`config.mk`:
```
export PLATFORM = sky130hd
export DESIGN_NAME = ccms_top
export DESIGN_NICKNAME = d
export VERILOG_FILES = /design/src/ccms_pkg.sv /design/src/ccms_cycle_cnt.sv /design/src/ccms_top.sv
export SDC_FILE = /design/constraint.sdc
export NUM_CORES = 1
export LEC_CHECK = 0
export BUFFER_PORTS_ARGS = -buffer_cell sky130_fd_sc_hd__clkbuf_2
export CAP_MARGIN = 25
export CELL_PAD_IN_SITES_DETAIL_PLACEMENT = 1
export CELL_PAD_IN_SITES_GLOBAL_PLACEMENT = 1
export CORE_UTILIZATION = 30
export CTS_CLUSTER_DIAMETER = 150
export DETAILED_ROUTE_END_ITERATION = 16
export PLACE_DENSITY_LB_ADDON = 0.1
export SYNTH_ARGS = -nofsm -noshare
export SYNTH_HDL_FRONTEND = slang
export SYNTH_HIERARCHICAL = 1
export SYNTH_SLANG_ARGS = --single-unit
```
`constraint.sdc`:
```
create_clock -name clk -period 1.63 [get_ports clk]
set_clock_uncertainty 0.05 [all_clocks]
set_input_delay 0.163 -clock clk [delete_from_list [all_inputs] [get_ports clk]]
set_output_delay 0.163 -clock clk [all_outputs]
set_load 0.005 [all_outputs]
```
`src/ccms_pkg.sv`:
```
// Contract
// RULE1 - bit 3 of the register set means legacy call mode, clear means extended
// RULE2 - a call pushes 2 stack bytes in legacy mode, 3 in extended mode
// RULE3 - wide branch and wide call execute only in extended call mode
// RULE4 - absolute call 3 or 4 cycles, fast call 2 or 3 cycles
// RULE5 - reset sets bit 3, so the CPU starts in legacy call mode
// RULE6 - register at data address F84H, written by 4-bit memory operations
// RULE7 - stack area selects bank 0 or bank 1; other codes are forbidden
// RULE8 - software always writes 0 to bit 2
// RULE9 - software initialises upper bits to 100 or 000 at program start
// RULE10 - one CPU clock period counts as one machine cycle
// RULE11 - stack field is bits 1:0, 00 bank 0, 01 bank 1, drives pointer bank
// RULE12 - a mode change affects only instructions started after the write
package ccms_pkg;

  // ==========================================================================
  // register map and fields
  localparam logic [11:0] CCMS_STACK_SEL_ADDR  = 12'hf84;
  localparam int          CCMS_MODE_BIT   = 3;
  localparam int          CCMS_RSVD_BIT   = 2;
  localparam logic [3:0]  CCMS_STACK_SEL_RESET = 4'h8;
  localparam logic [1:0]  CCMS_BANK0      = 2'h0;
  localparam logic [1:0]  CCMS_BANK1      = 2'h1;

  // ==========================================================================
  // per-mode figures
  localparam logic [1:0]  CCMS_PUSH_LEGACY  = 2'h2;
  localparam logic [1:0]  CCMS_PUSH_EXT     = 2'h3;
  localparam logic [2:0]  CCMS_CALL_LEGACY  = 3'h3;
  localparam logic [2:0]  CCMS_CALL_EXT     = 3'h4;
  localparam logic [2:0]  CCMS_FCALL_LEGACY = 3'h2;
  localparam logic [2:0]  CCMS_FCALL_EXT    = 3'h3;

  // instruction classes the sequencer reports at decode
  typedef enum logic [1:0] {
    CCMS_OP_OTHER = 2'b00,
    CCMS_OP_CALL  = 2'b01,
    CCMS_OP_FCALL = 2'b10,
    CCMS_OP_WIDE  = 2'b11
  } ccms_op_e;

  // data memory write strobe group
  typedef struct packed {
    logic        wr;
    logic [11:0] addr;
    logic [3:0]  data;
  } ccms_wr_s;

  // mode view handed to the instruction sequencer
  typedef struct packed {
    logic       legacy;
    logic [1:0] push_bytes;
    logic       stack_bank;
  } ccms_mode_s;

endpackage

```
`src/ccms_cycle_cnt.sv`:
```
`timescale 1ns/100ps
`default_nettype none
// ============================================================================
// machine cycle counter: one clock per machine cycle
module ccms_cycle_cnt
  import ccms_pkg::*;
(
  input  wire logic       clk,
  input  wire logic       rst,
  input  wire logic       ce,
  input  wire logic       load,
  input  wire logic [2:0] len,
  output logic            busy,
  output logic            last
);

  logic [2:0] cnt_r;
  logic [2:0] cnt_nxt;

  // count down once per clock, load on instruction start
  assign cnt_nxt = load ? len : (cnt_r != 3'h0) ? cnt_r - 3'h1 : 3'h0;  // [RULE10]
  assign busy    = cnt_r != 3'h0;
  assign last    = cnt_r == 3'h1;

  always_ff @(posedge clk or posedge rst) begin
    if (rst) begin
      cnt_r <= 3'h0;
    end else if (ce) begin
      cnt_r <= cnt_nxt;
    end
  end

endmodule
`default_nettype wire

```
`src/ccms_top.sv`:
```
`timescale 1ns/100ps
`default_nettype none
// ============================================================================
// call mode and stack bank select
module ccms_top
  import ccms_pkg::*;
(
  input  wire logic       clk,
  input  wire logic       rst,
  input  wire logic       ce,
  input  wire ccms_wr_s   mem_wr,
  input  wire logic [11:0] mem_rd_addr,
  output logic [3:0]      mem_rd_data,
  output logic            mem_rd_hit,
  input  wire logic       instr_start,
  input  wire ccms_op_e   instr_op,
  output logic            instr_illegal,
  output logic            instr_busy,
  output logic            instr_last,
  output logic [2:0]      instr_cycles,
  output ccms_mode_s      mode,
  output logic            bank_fault
);

  // ==========================================================================
  // register
  logic [3:0] bank_sel_r;
  logic [3:0] bank_sel_nxt;
  logic       sel_wr;
  logic       legacy_run_r;
  logic       legacy_now;

  // 4-bit memory write at the fixed data address
  assign sel_wr       = mem_wr.wr && (mem_wr.addr == CCMS_STACK_SEL_ADDR);  // [RULE6]
  assign bank_sel_nxt = sel_wr ? mem_wr.data : bank_sel_r;

  always_ff @(posedge clk or posedge rst) begin
    if (rst) begin
      bank_sel_r <= CCMS_STACK_SEL_RESET;                                  // [RULE5]
    end else if (ce) begin
      bank_sel_r <= bank_sel_nxt;
    end
  end

  // readback, registered data
  assign mem_rd_hit = mem_rd_addr == CCMS_STACK_SEL_ADDR;
  always_ff @(posedge clk or posedge rst) begin
    if (rst) begin
      mem_rd_data <= 4'h0;
    end else if (ce) begin
      mem_rd_data <= mem_rd_hit ? bank_sel_r : 4'h0;
    end
  end

  // ==========================================================================
  // mode latched per instruction so a write mid-instruction has no effect
  assign legacy_now = bank_sel_r[CCMS_MODE_BIT];                           // [RULE1]
  always_ff @(posedge clk or posedge rst) begin
    if (rst) begin
      legacy_run_r <= 1'b1;
    end else if (ce && instr_start) begin
      legacy_run_r <= legacy_now;                                          // [RULE12]
    end
  end

  // ==========================================================================
  // derived mode view
  logic [1:0] push_w;
  assign push_w          = legacy_run_r ? CCMS_PUSH_LEGACY : CCMS_PUSH_EXT; // [RULE2]
  assign mode.legacy     = legacy_run_r;
  assign mode.push_bytes = push_w;
  assign mode.stack_bank = bank_sel_r[0];                                  // [RULE11]
  // encodings other than bank 0/1 flagged, bit 2 must stay clear
  assign bank_fault = (bank_sel_r[1:0] != CCMS_BANK0 && bank_sel_r[1:0] != CCMS_BANK1)
                      || bank_sel_r[CCMS_RSVD_BIT];                        // [RULE7]

  // ==========================================================================
  // instruction length and legality
  logic [2:0] len_w;
  logic       ill_w;
  assign len_w = (instr_op == CCMS_OP_CALL)  ? (legacy_now ? CCMS_CALL_LEGACY
                                                           : CCMS_CALL_EXT)   // [RULE4]
               : (instr_op == CCMS_OP_FCALL) ? (legacy_now ? CCMS_FCALL_LEGACY
                                                           : CCMS_FCALL_EXT)  // [RULE4]
               : 3'h1;
  assign ill_w = (instr_op == CCMS_OP_WIDE) && legacy_now;                 // [RULE3]

  always_ff @(posedge clk or posedge rst) begin
    if (rst) begin
      instr_cycles  <= 3'h0;
      instr_illegal <= 1'b0;
    end else if (ce && instr_start) begin
      instr_cycles  <= len_w;
      instr_illegal <= ill_w;
    end
  end

  ccms_cycle_cnt u_cnt (
    .clk  (clk),
    .rst  (rst),
    .ce   (ce),
    .load (instr_start),
    .len  (len_w),
    .busy (instr_busy),
    .last (instr_last)
  );
endmodule
`default_nettype wire

```
-- Word level (Yosys, flattened, before mapping)
Index checks and enable logic that the tools add are counted.
- input bits: 35
- bits in registers: 16
- logic and storage cells: 30
- equal/unequal tests: 7
- reduce and logical (&&, ||, !) cells: 8
- add/subtract/negate cells: 1
- mux-type cells: 8
- operators with widths (operator ; count):
    equality test 12 bit, second input constant ; 2
    2-to-1 mux 3 bit ; 4
    equality test 2 bit, second input constant ; 2
    logical AND 1 bit ; 4
    2-to-1 mux 4 bit ; 1
    equality test 3 x 1 -> 1 bit, second input constant ; 1
    nonzero test 3 bit ; 1
    subtractor 3 x 1 -> 3 bit, second input constant ; 1
    equality test 2 x 1 -> 1 bit, second input constant ; 1
    2-to-1 mux 1 bit ; 2
    2-to-1 mux 2 bit ; 1
    != test 2 x 1 -> 1 bit, second input constant ; 1
    AND reduction 2 bit ; 1
    nonzero test 2 bit ; 1
    logical OR 1 bit ; 1

-- Depth between registers and ports, before layout
Gate-level depths: netlist (run 1).
- depth in word-level cells: 4
- gate-level depth with buffers: 5

-- By module
The synthesis (run 1) kept the hierarchy.
- modules (own cells, without submodules) (module ; seq. area each (um^2) ; times used ; cells each ; area each (um^2)):
    ccms_top ; 327.8 ; 1 ; 62 ; 673.1
    ccms_cycle_cnt ; 75.1 ; 1 ; 20 ; 170.2

-- Least setup slack after synthesis (run 1)
No wires, ideal clock.
- path kind: input port to flip-flop
- start: input port ce
- end: register bank_sel_r[0]
- data required time: 1.455 ns
- data arrival time: 1.432 ns
- slack: 0.023 ns
- path buffers: 1
- cell stages on the path: 4
- cells stage by stage: buf_6 -> or4b_4 -> nor4_4 -> mux2_2
- cells in the longest elaborated chain, start to end: 1
- ends and longest elaborated chain (element ; line ; source):
    from (decl) ; ccms_top.sv:10 ; input wire logic ce,
    AND reduction 2 bit (no line) ; n/a ;
    to (signal assigned) ; ccms_top.sv:41 ; bank_sel_r <= bank_sel_nxt;
    to (decl) ; ccms_top.sv:27 ; logic [3:0] bank_sel_r;
Every way passes these cells.
A chain may end at the register's enable or synchronous reset.

-- Final worst setup path (run 1)
- start: input port mem_wr[5] (netlist bit)
- end: register bank_sel_r[2]
- cells in the longest elaborated chain, start to end: 3
- ends and longest elaborated chain (element ; line ; source):
    from (decl) ; ccms_top.sv:11 ; input wire ccms_wr_s mem_wr,
    equality test 12 bit ; ccms_top.sv:34 ; assign sel_wr = mem_wr.wr && (mem_wr.addr == CCMS_STACK_SEL_ADDR);
    logical AND 1 bit ; ccms_top.sv:34 ;
    AND reduction 2 bit (no line) ; n/a ;
Every way passes these cells.

==> run metrics, run 1 <==
DR vias/cell=4.88; DRT iter0 DRCs=4; synthesized instance count=82; core area=2570 sq um; crit-path leading delay family=simple AND/OR/NAND/NOR gates; critical register-to-register path startpoint=bank_sel_r[3]; pwr/cell area=726 nW/um^2; Ports=51; flop2flop setup slack=190 ps; status=finished clean; nature of the critical path endpoint=flop; final wirelength=2110 microns; Synth area leaders=dfrtp_1 42%, mux2_2 9.3%, dfstp_2 6.2%; met3 Track Usage GR=3.01%; antenna-violating nets left=0; share of post-route cells with drive strength above 1=52.6%; Worst EP required=1760 ps; synthesized area per cell=10.3 sq um; commonest non-fill, non-tap cell in the layout=clkbuf_2; PortBufs=49; minimum clock period=1440 ps; # DRC=0; Yosys top cell area share=41.5%; grt total ovfl=0; f_max=692 MHz; CP Buf/Inv Count=1; Reg-to-Reg End=instr_cycles[0]; RD Place Congestion=0.682; CP max-delay cell=or4b_4; CTS tree=done; most common flop cell mapped by yosys=dfrtp_1; HPWL after DPL=1720 microns; vias in the first global route=738; met1 Use GR=18.7%; TritonCTS Sinks=16; Worst-Margin Slew=548 ps; final slew viol count=0; M2 GR Usage=26.5%; crit path launch type=primary input; YS warnings=6; commonest non-fill, non-tap cells in the layout=49 x clkbuf_2, 14 x dfrtp_1, 11 x inv_1, 10 x nand2_1, 7 x mux2_2; Hold Crit Class=in -> reg; Starting Density=32.8%; Post-synth EDFFs=0; peak supply drop=0.366 mV; post-synthesis cell area=843 sq um; via count=795; height of the chip=55.0 microns; Hold Buf Count CTS=1; Nets=169; CP max FO=4; largest net degree at the start of global routing=16; top cell type by total area after synthesis=dfrtp_1; Clock Latency Late Sink=280 ps; Yosys reg bits=16; Post-DP Area=1100 sq um; initial antenna violation count=0; first-pass GRT wire length=3240 microns; Antenna diodes=0; largest stage delay on the critical path=550 ps; # placed instances=158; worst hold stages=2; 1st-pass router iterations=3; number of CTS-inserted buffers=3; row cnt=18; Pleak=0.613 nW; Area Overhead vs Synth=35.9%; Die X=55.0 microns; hold_sp=mem_wr[1]; Tcrit/Tclk final=88.6%; critical path arrival=1570 ps; hold endpoint=bank_sel_r[1]; Final Hold Viols=0; Tot Pwr=0.832 mW; crit path cell chain=clkbuf_2, or4b_4, nor4_4, mux2_2; Root Buffer Master=clkbuf_4; final worst slack=186 ps; GRT busiest layer=met2; asr flop ratio synth=100%; Layout Cells excl Fill=163; Max Cap Viol=0; relative slew slack=63.4%; die area=3030 sq um; setup TNS=0 ps; clock slew at reported path FFs=90 ps; RSZ-0062 raised after global routing=no; synth unique cells=30; WL per Instance=13.0 microns; crit path kind=in -> reg; GRT Overall Usage=15.5%; worst r2r path cells=3; syn_nets=117; post_cts resized=0; post-route cell area=1150 sq um; Place WS=-143 ps; final setup fails=0; sequential share of the synthesized area=47.8%; H-tree depth=1; Post-CTS Setup Bufs=0; Clock Tree Buf Depth=2
-- worst register-to-register path: stages, from the launching register on --
cell,delay [ps]
dfstp_2,410
or3b_2,480
o21a_1,150
mux2_2,260
-- state kept, by name, indices dropped and copies added (netlist names) --
| signal | cells |
|---|---|
| legacy_run_r | 1 |
| bank_sel_r | 4 |
| u_cnt/cnt_r | 3 |
| instr_cycles | 3 |
| mem_rd_data | 4 |
| instr_illegal | 1 |
-- cell type report --
cell class / instances / area [sq um]
clock buffer: 4 / 36.3
fill: 325 / 1420
inverter: 12 / 45.0
multi-input combinational: 50 / 362
sequential: 16 / 403
tap: 30 / 37.5
timing repair buffer: 51 / 263
-- per-stage QoR --
stage               utilization, %  hold WS (ps)
finish                        44.6          58.6
global route                  44.6          54.1
CTS                           44.6          50.6
detailed placement            42.8         -13.8
global placement              42.8         -17.2
floorplan                        -          -133
-- where the power goes --
group | leakage (nW) | switching [mW] | internal (mW) | total [mW]
Sequential | 0.207 | 0.0155 | 0.414 | 0.430
Clock | 0.0210 | 0.135 | 0.136 | 0.271
Combinational | 0.385 | 0.0606 | 0.0709 | 0.132
-- layer usage --
| layer | share of wire, % | up-vias |
|---|---|---|
| met2 | 49 | 30 |
| met5 | 0 | - |
| li1 | - | 382 |
| met3 | 7.1 | 4 |
| met1 | 42 | 379 |
| met4 | 1.5 | 0 |
-- worst max-delay path by stage --
stage,to,slack [ps],depth (start not counted),from
2_1_floorplan,bank_sel_r[0],20,4,ce
3_3_place_gp,bank_sel_r[0],-80,4,mem_wr[5]
3_5_place_dp,bank_sel_r[2],-140,4,mem_wr[5]
4_1_cts,bank_sel_r[2],170,4,mem_wr[5]
5_1_grt,bank_sel_r[2],130,4,mem_wr[5]
6_report,bank_sel_r[2],190,4,mem_wr[5]
-- cells in the mapped netlist, types with 2 or more instances --
cell	n
o22ai_1	4
nor2_1	4
buf_4	3
a22o_1	2
nand2_1	10
o21ai_0	5
inv_1	11
dfrtp_1	14
dfstp_2	2
mux2_2	7
-- cells by family (layout without fill, tap and decap cells) --
group / Yosys count / count (layout) / synth area share (%)
AOI/OAI and AO/OA: 15 / 15 / 12.8
muxes: 7 / 7 / 9.35
buffers and inverters: 16 / 67 / 9.35
other: 1 / 1 / 0.445
and+or+nand+nor: 27 / 27 / 20.3
DFF: 16 / 16 / 47.8
No activity file was read; power rests on OpenSTA's default activity.
==> inputs of run 2 (changes only) <==
--- a/config.mk
+++ b/config.mk
@@ -9,11 +9,11 @@
 export CAP_MARGIN = 25
 export CELL_PAD_IN_SITES_DETAIL_PLACEMENT = 1
 export CELL_PAD_IN_SITES_GLOBAL_PLACEMENT = 1
-export CORE_UTILIZATION = 30
+export CORE_UTILIZATION = 29
 export CTS_CLUSTER_DIAMETER = 150
 export DETAILED_ROUTE_END_ITERATION = 16
 export PLACE_DENSITY_LB_ADDON = 0.1
+export REMOVE_ABC_BUFFERS = 1
 export SYNTH_ARGS = -nofsm -noshare
 export SYNTH_HDL_FRONTEND = slang
-export SYNTH_HIERARCHICAL = 1
 export SYNTH_SLANG_ARGS = --single-unit
==> run 2 against run 1 <==
  * Wire length down 3.6%
  * Final area is 3.3% lower
  * Core utilization shrank 1.5 points
  * Synthesized area is 3.7% lower
  * Power shrank 7.2%
  * Clock power fell by 21%
  * Cell count shrank 4.9%
  * Critical endpoint unchanged
  * Highest routed layer unchanged
==> run metrics, run 2 <==
status=finished clean; initial antenna violation count=0; CTS tree=done; Starting Density=31.6%; final setup fails=0; Comb pwr share=16.9%; synthesized instance count=74; Synth area leaders=dfrtp_1 43%, mux2_2 6.9%, dfstp_2 6.5%; peak supply drop=0.500 mV; RD Place Congestion=0.734; crit path launch type=primary input; asr flop ratio synth=100%; synth unique cells=31; via count=773; Worst EP required=1750 ps; 1st-pass router iterations=4; Yosys top cell area share=43.1%; Reg-to-Reg End=u_cnt.cnt_r[0]; Area Overhead vs Synth=36.5%; RSZ-0062 raised after global routing=no; Tcrit/Tclk final=88.6%; core area=2570 sq um; critical register-to-register path startpoint=bank_sel_r[3]; Root Buffer Master=clkbuf_4; vias in the first global route=734; grt total ovfl=0; HPWL after DPL=1680 microns; commonest non-fill, non-tap cell in the layout=clkbuf_2; Clock Latency Late Sink=280 ps; most common cell in the netlist=dfrtp_1; # DRC=0; sequential share of the synthesized area=49.6%; Hold WS=68.7 ps; Max Cap Viol=0; H-tree depth=1; DR vias/cell=4.99; Hold Crit Class=in -> reg; post-route cell area=1110 sq um; Pleak=0.603 nW; Post-synth EDFFs=0; power share of the clock group=27.6%; Yosys reg bits=16; Internal=0.580 mW; YS warnings=0; commonest cells in the netlist=14 x dfrtp_1, 7 x nand2_1, 5 x mux2_2; Filler Cell Count=316; PortBufs=49; pwr/cell area=697 nW/um^2; flop2flop setup slack=360 ps; critical path arrival=1560 ps; clock slew at reported path FFs=80 ps; CP max FO=4; Post-DP Area=1070 sq um; WL per Instance=13.1 microns; first-pass GRT wire length=3100 microns; minimum clock period=1440 ps; Final Hold Viols=0; number of CTS-inserted buffers=3; final wirelength=2040 microns; hold_sp=mem_wr[3]; f_max=692 MHz; largest net degree at the start of global routing=17; worst hold stages=2; synthesized area per cell=11.0 sq um; share of post-route cells with drive strength above 1=50.4%; antenna-violating nets left=0; Psw=0.192 mW; post-synthesis cell area=812 sq um; Seq pwr share=55.5%; commonest non-fill, non-tap cells in the layout=49 x clkbuf_2, 14 x dfrtp_1, 7 x nand2_1, 5 x mux2_2; Ports=51; die area=3020 sq um; Clock Tree Buf Depth=2; largest registers=bank_sel_r: 4 flops, mem_rd_data: 4 flops; DRT iter0 DRCs=4; nature of the critical path endpoint=flop; row cnt=18; crit path kind=in -> reg; Worst-Margin Slew=626 ps; footprint of the multi-input gates=364 sq um; most common flop cell mapped by yosys=dfrtp_1; Nets=161; GRT Overall Usage=14.6%; top cell type by total area after synthesis=dfrtp_1; worst r2r path cells=3; register area=403 sq um; Antenna diodes=0; height of the chip=54.9 microns; sw frac=24.9%; TritonCTS Sinks=16; hold endpoint=bank_sel_r[3]; relative slew slack=58.2%; Die X=54.9 microns; final slew viol count=0
## run 2: cell type report
class                   instances  share of cell area [%]
clock buffers                   4                    2.37
inverters                       4                    1.35
multi-input cells              50                    32.8
flip-flops and latches         16                    36.3
well taps                      30                    3.39
repair buffers                 51                    23.7
## run 2: worst max-delay path, stage by stage
cell and delay [ps]:
clkbuf_2 80, or4b_4 540, nor4_4 400, mux2_2 380
## run 2: per-stage QoR
step                std cells  total power, mW  utilization [%]  setup slack (ps)  setup TNS [ps]
CTS                       155            0.798             43.2               201               0
global route              155            0.821             43.2               157               0
finish                    155            0.772             43.2               185               0
detailed placement        150            0.568             41.8              -113            -398
floorplan                  70            0.489                -              58.4               0
global placement          150            0.561             41.8             -82.1            -287
## run 2: cells by family (layout without fill, tap and decap cells)
family,count (synthesis),in the layout,synth area share (%)
DFF,16,16,49.6
muxes,5,5,6.93
AOI/OAI and AO/OA,15,15,13.1
and+or+nand+nor,29,29,24.3
other,1,1,0.462
buffers and inverters,8,59,5.55
## run 2: what timing repair did
item | 4_1_cts | 5_1_grt
hold buffers | 1 | 0
gates resized for setup | 0 | 0
buffers inserted | 0 | 0
hold endpoints to repair | 14 | 0
## run 2: power groups by stage
stage	logic (mW)	clock network (mW)	registers (mW)
global route	0.149	0.241	0.432
floorplan	0.0551	0	0.434
global placement	0.125	0	0.435
finish	0.130	0.213	0.429
detailed placement	0.132	0	0.437
CTS	0.134	0.234	0.429
## run 2: worst max-delay path by stage
stage | from | endpoint | slack (ps)
CTS | mem_wr[5] | bank_sel_r[1] | 200
global placement | mem_wr[5] | bank_sel_r[0] | -80
finish | mem_wr[5] | bank_sel_r[2] | 190
floorplan | mem_wr[5] | bank_sel_r[0] | 60
detailed placement | mem_wr[5] | bank_sel_r[1] | -110
global route | u_cnt.cnt_r[0] | instr_busy | 160
## run 2: layer usage
metal | vias to the layer above | GRT usage, % | share of wire (%) | routed length, microns
met5 | - | 0 | 0 | 0
met4 | 0 | 7.50 | 0.59 | 12
met3 | 2 | 1.91 | 8.6 | 176
met2 | 30 | 25.7 | 50 | 1010
met1 | 376 | 17.2 | 41 | 838
li1 | 365 | - | - | -
==> inputs of run 3 (changes only) <==
--- a/config.mk
+++ b/config.mk
@@ -5,6 +5,7 @@
 export SDC_FILE = /design/constraint.sdc
 export NUM_CORES = 1
 export LEC_CHECK = 0
+export ABC_AREA = 1
 export BUFFER_PORTS_ARGS = -buffer_cell sky130_fd_sc_hd__clkbuf_2
 export CAP_MARGIN = 25
 export CELL_PAD_IN_SITES_DETAIL_PLACEMENT = 1
==> run 3 against run 2 <==
  * Via count up 27%
  * Final area up 15%
  * Synthesized cell count up 80%
  * Global-route usage up 1.1 points
  * Worst hold slack worse by 35 ps
  * Power up 11%
  * Synthesized area up 18%
  * Core utilization down 2.1 points
  * Critical path type is now reg -> out
  * Largest cell class is now multi-input gates
  * Largest power group unchanged
==> run metrics, run 3 <==
status=finished clean; setup TNS=0 ps; Post-CTS Setup Bufs=0; # DRC=0; final wirelength=2250 microns; asr flop ratio synth=100%; Max Cap Viol=0; clock slew at reported path FFs=100 ps; sw frac=26.9%; commonest non-fill, non-tap cell in the layout=nand2_1; Layout Cells excl Fill=227; Hold Crit Class=in -> reg; top cell type by total area after synthesis=dfrtp_1; flop2flop setup slack=500 ps; power share of the clock group=30.5%; critical register-to-register path startpoint=bank_sel_r[3]; Tot Pwr=0.857 mW; grt total ovfl=0; initial antenna violation count=0; RD Place Congestion=0.770; Synth area leaders=dfrtp_1 36%, nand2_1 20%, inv_1 7.8%; H-tree depth=1; CP max FO=4; simple-gate share of the synthesized area=42.9%; Yosys reg bits=16; Die X=59.6 microns; first-pass GRT wire length=4240 microns; largest registers=bank_sel_r: 4 flops, mem_rd_data: 4 flops; GRT Overall Usage=15.7%; sequential share of the synthesized area=41.9%; critical path arrival=1110 ps; Place WS=477 ps; Reg-to-Reg End=u_cnt.cnt_r[0]; post-route cell area=1270 sq um; f_max=758 MHz; worst hold stages=3; RSZ-0062 raised after global routing=no; number of CTS-inserted buffers=3; die area=3550 sq um; HPWL after DPL=1990 microns; Filler Cell Count=439; Worst EP required=1420 ps; largest net degree at the start of global routing=17; synth unique cells=23; height of the chip=59.6 microns; hold_sp=mem_wr[3]; nature of the critical path endpoint=primary output; Post-DP Area=1230 sq um; final worst slack=311 ps; commonest non-fill, non-tap cells in the layout=51 x nand2_1, 49 x clkbuf_2, 20 x inv_1, 14 x dfrtp_1, 11 x nor2_1; multiplexer share of the synthesized area=0%; area fraction in compound gates after synthesis=2.73%; Synth Area in XOR/XNOR=0%; 1st-pass router iterations=4; YS warnings=0; commonest cells in the netlist=51 x nand2_1, 20 x inv_1, 14 x dfrtp_1; Internal=0.626 mW; minimum clock period=1320 ps; Clock Latency Late Sink=280 ps; Seq pwr share=50.9%; row cnt=20; post-synthesis cell area=962 sq um; DR vias/cell=4.31; vias in the first global route=1004; via count=979; CTS tree=done; Ports=51; share of post-route cells with drive strength above 1=36.6%; TritonCTS Sinks=16; antenna-violating nets left=0; Starting Density=31.0%; Final Hold Viols=0; hold endpoint=bank_sel_r[3]; Antenna diodes=0; crit path cell chain=nor2_1, nand2_1, clkbuf_2; most common flop cell mapped by yosys=dfrtp_1; synthesized area per cell=7.23 sq um; Root Buffer Master=clkbuf_4; largest family of logic cells by synthesized area=simple AND/OR/NAND/NOR gates; final design utilization=41.1%; Post-synth EDFFs=0; final slew viol count=0; relative slew slack=60.0%; PortBufs=49; peak supply drop=0.394 mV; Psw=0.230 mW; DRT iter0 DRCs=37; # placed instances=222; Yosys top cell area share=36.4%; core area=3100 sq um; worst r2r path cells=3; Area Overhead vs Synth=32.5%; synthesized instance count=133; Comb pwr share=18.6%; CP max-delay cell=dfrtp_1; crit path launch type=flop; pwr/cell area=672 nW/um^2; post-synthesis adder-cell area fraction=0%; Pleak=0.812 nW; largest stage delay on the critical path=430 ps; crit path kind=reg -> out; Hold WS=33.6 ps; most common cell in the netlist=nand2_1; Worst-Margin Slew=599 ps; final setup fails=0; Nets=219; Clock Tree Buf Depth=2; Tcrit/Tclk final=80.9%; WL per Instance=9.89 microns
## run 3: cell count changes in the layout (fill, tap and decap cells not counted), sizes merged, moves of 3 or more
cell	before	now
a21o	3	0
inv	4	22
mux2	5	0
nand2	7	55
nand3	2	7
nand4	1	6
nor2	2	14
nor2b	4	0
o2bb2ai	4	0
## run 3: how the worst max path moves through the flow
stage / endpoint / slack [ps] / cells past startpoint / start
detailed placement: mem_rd_hit / 480 / 5 / mem_rd_addr[1]
global route: instr_busy / 200 / 3 / u_cnt.cnt_r[1]
global placement: mem_rd_hit / 510 / 5 / mem_rd_addr[1]
floorplan: u_cnt.cnt_r[0] / 600 / 3 / bank_sel_r[3]
CTS: instr_busy / 280 / 3 / u_cnt.cnt_r[1]
finish: instr_busy / 310 / 3 / u_cnt.cnt_r[1]
## run 3: layer usage
layer / vias to the layer above / wire length (microns) / GRT usage, %
li1: 502 / - / -
met1: 446 / 945 / 18.7
met2: 29 / 1160 / 28.6
met4: 0 / 12 / 2.99
met3: 2 / 123 / 3.93
met5: - / 0 / 0
## run 3: what timing repair did
item	in CTS	in global routing
hold endpoints to repair	14	0
hold buffers	1	0
endpoints found under the setup margin	0	0
resized for setup	0	0
## run 3: cell families (layout without fill, tap and decap cells)
logic type,count (synthesis),count (layout)
AO/OA/AOI/OAI,4,4
buffers and inverters,26,76
flip-flops,16,16
other,1,1
AND/OR/NAND/NOR,86,86
## run 3: worst max-delay path: cells and delay by family (launching register included)
family	cells	cell delay, ps
buf+inv	1	120
simple gates	2	280
flops	1	430
## run 3: power by group through the flow
| stage | clock [mW] | sequential, mW | combinational (mW) |
|---|---|---|---|
| 2_1_floorplan | 0 | 0.440 | 0.0813 |
| 3_3_place_gp | 0 | 0.442 | 0.157 |
| 3_5_place_dp | 0 | 0.444 | 0.162 |
| 4_1_cts | 0.272 | 0.436 | 0.164 |
| 5_1_grt | 0.289 | 0.439 | 0.188 |
| 6_report | 0.261 | 0.436 | 0.159 |
## run 3: final cells by class
| type | count | area, sq um | area share, % |
|---|---|---|---|
| multi-input combinational | 91 | 443 | 34.7 |
| sequential | 16 | 403 | 31.6 |
| timing repair buffer | 50 | 255 | 20.0 |
| inverter | 22 | 82.6 | 6.48 |
| tap | 44 | 55.1 | 4.32 |
| clock buffer | 4 | 36.3 | 2.85 |
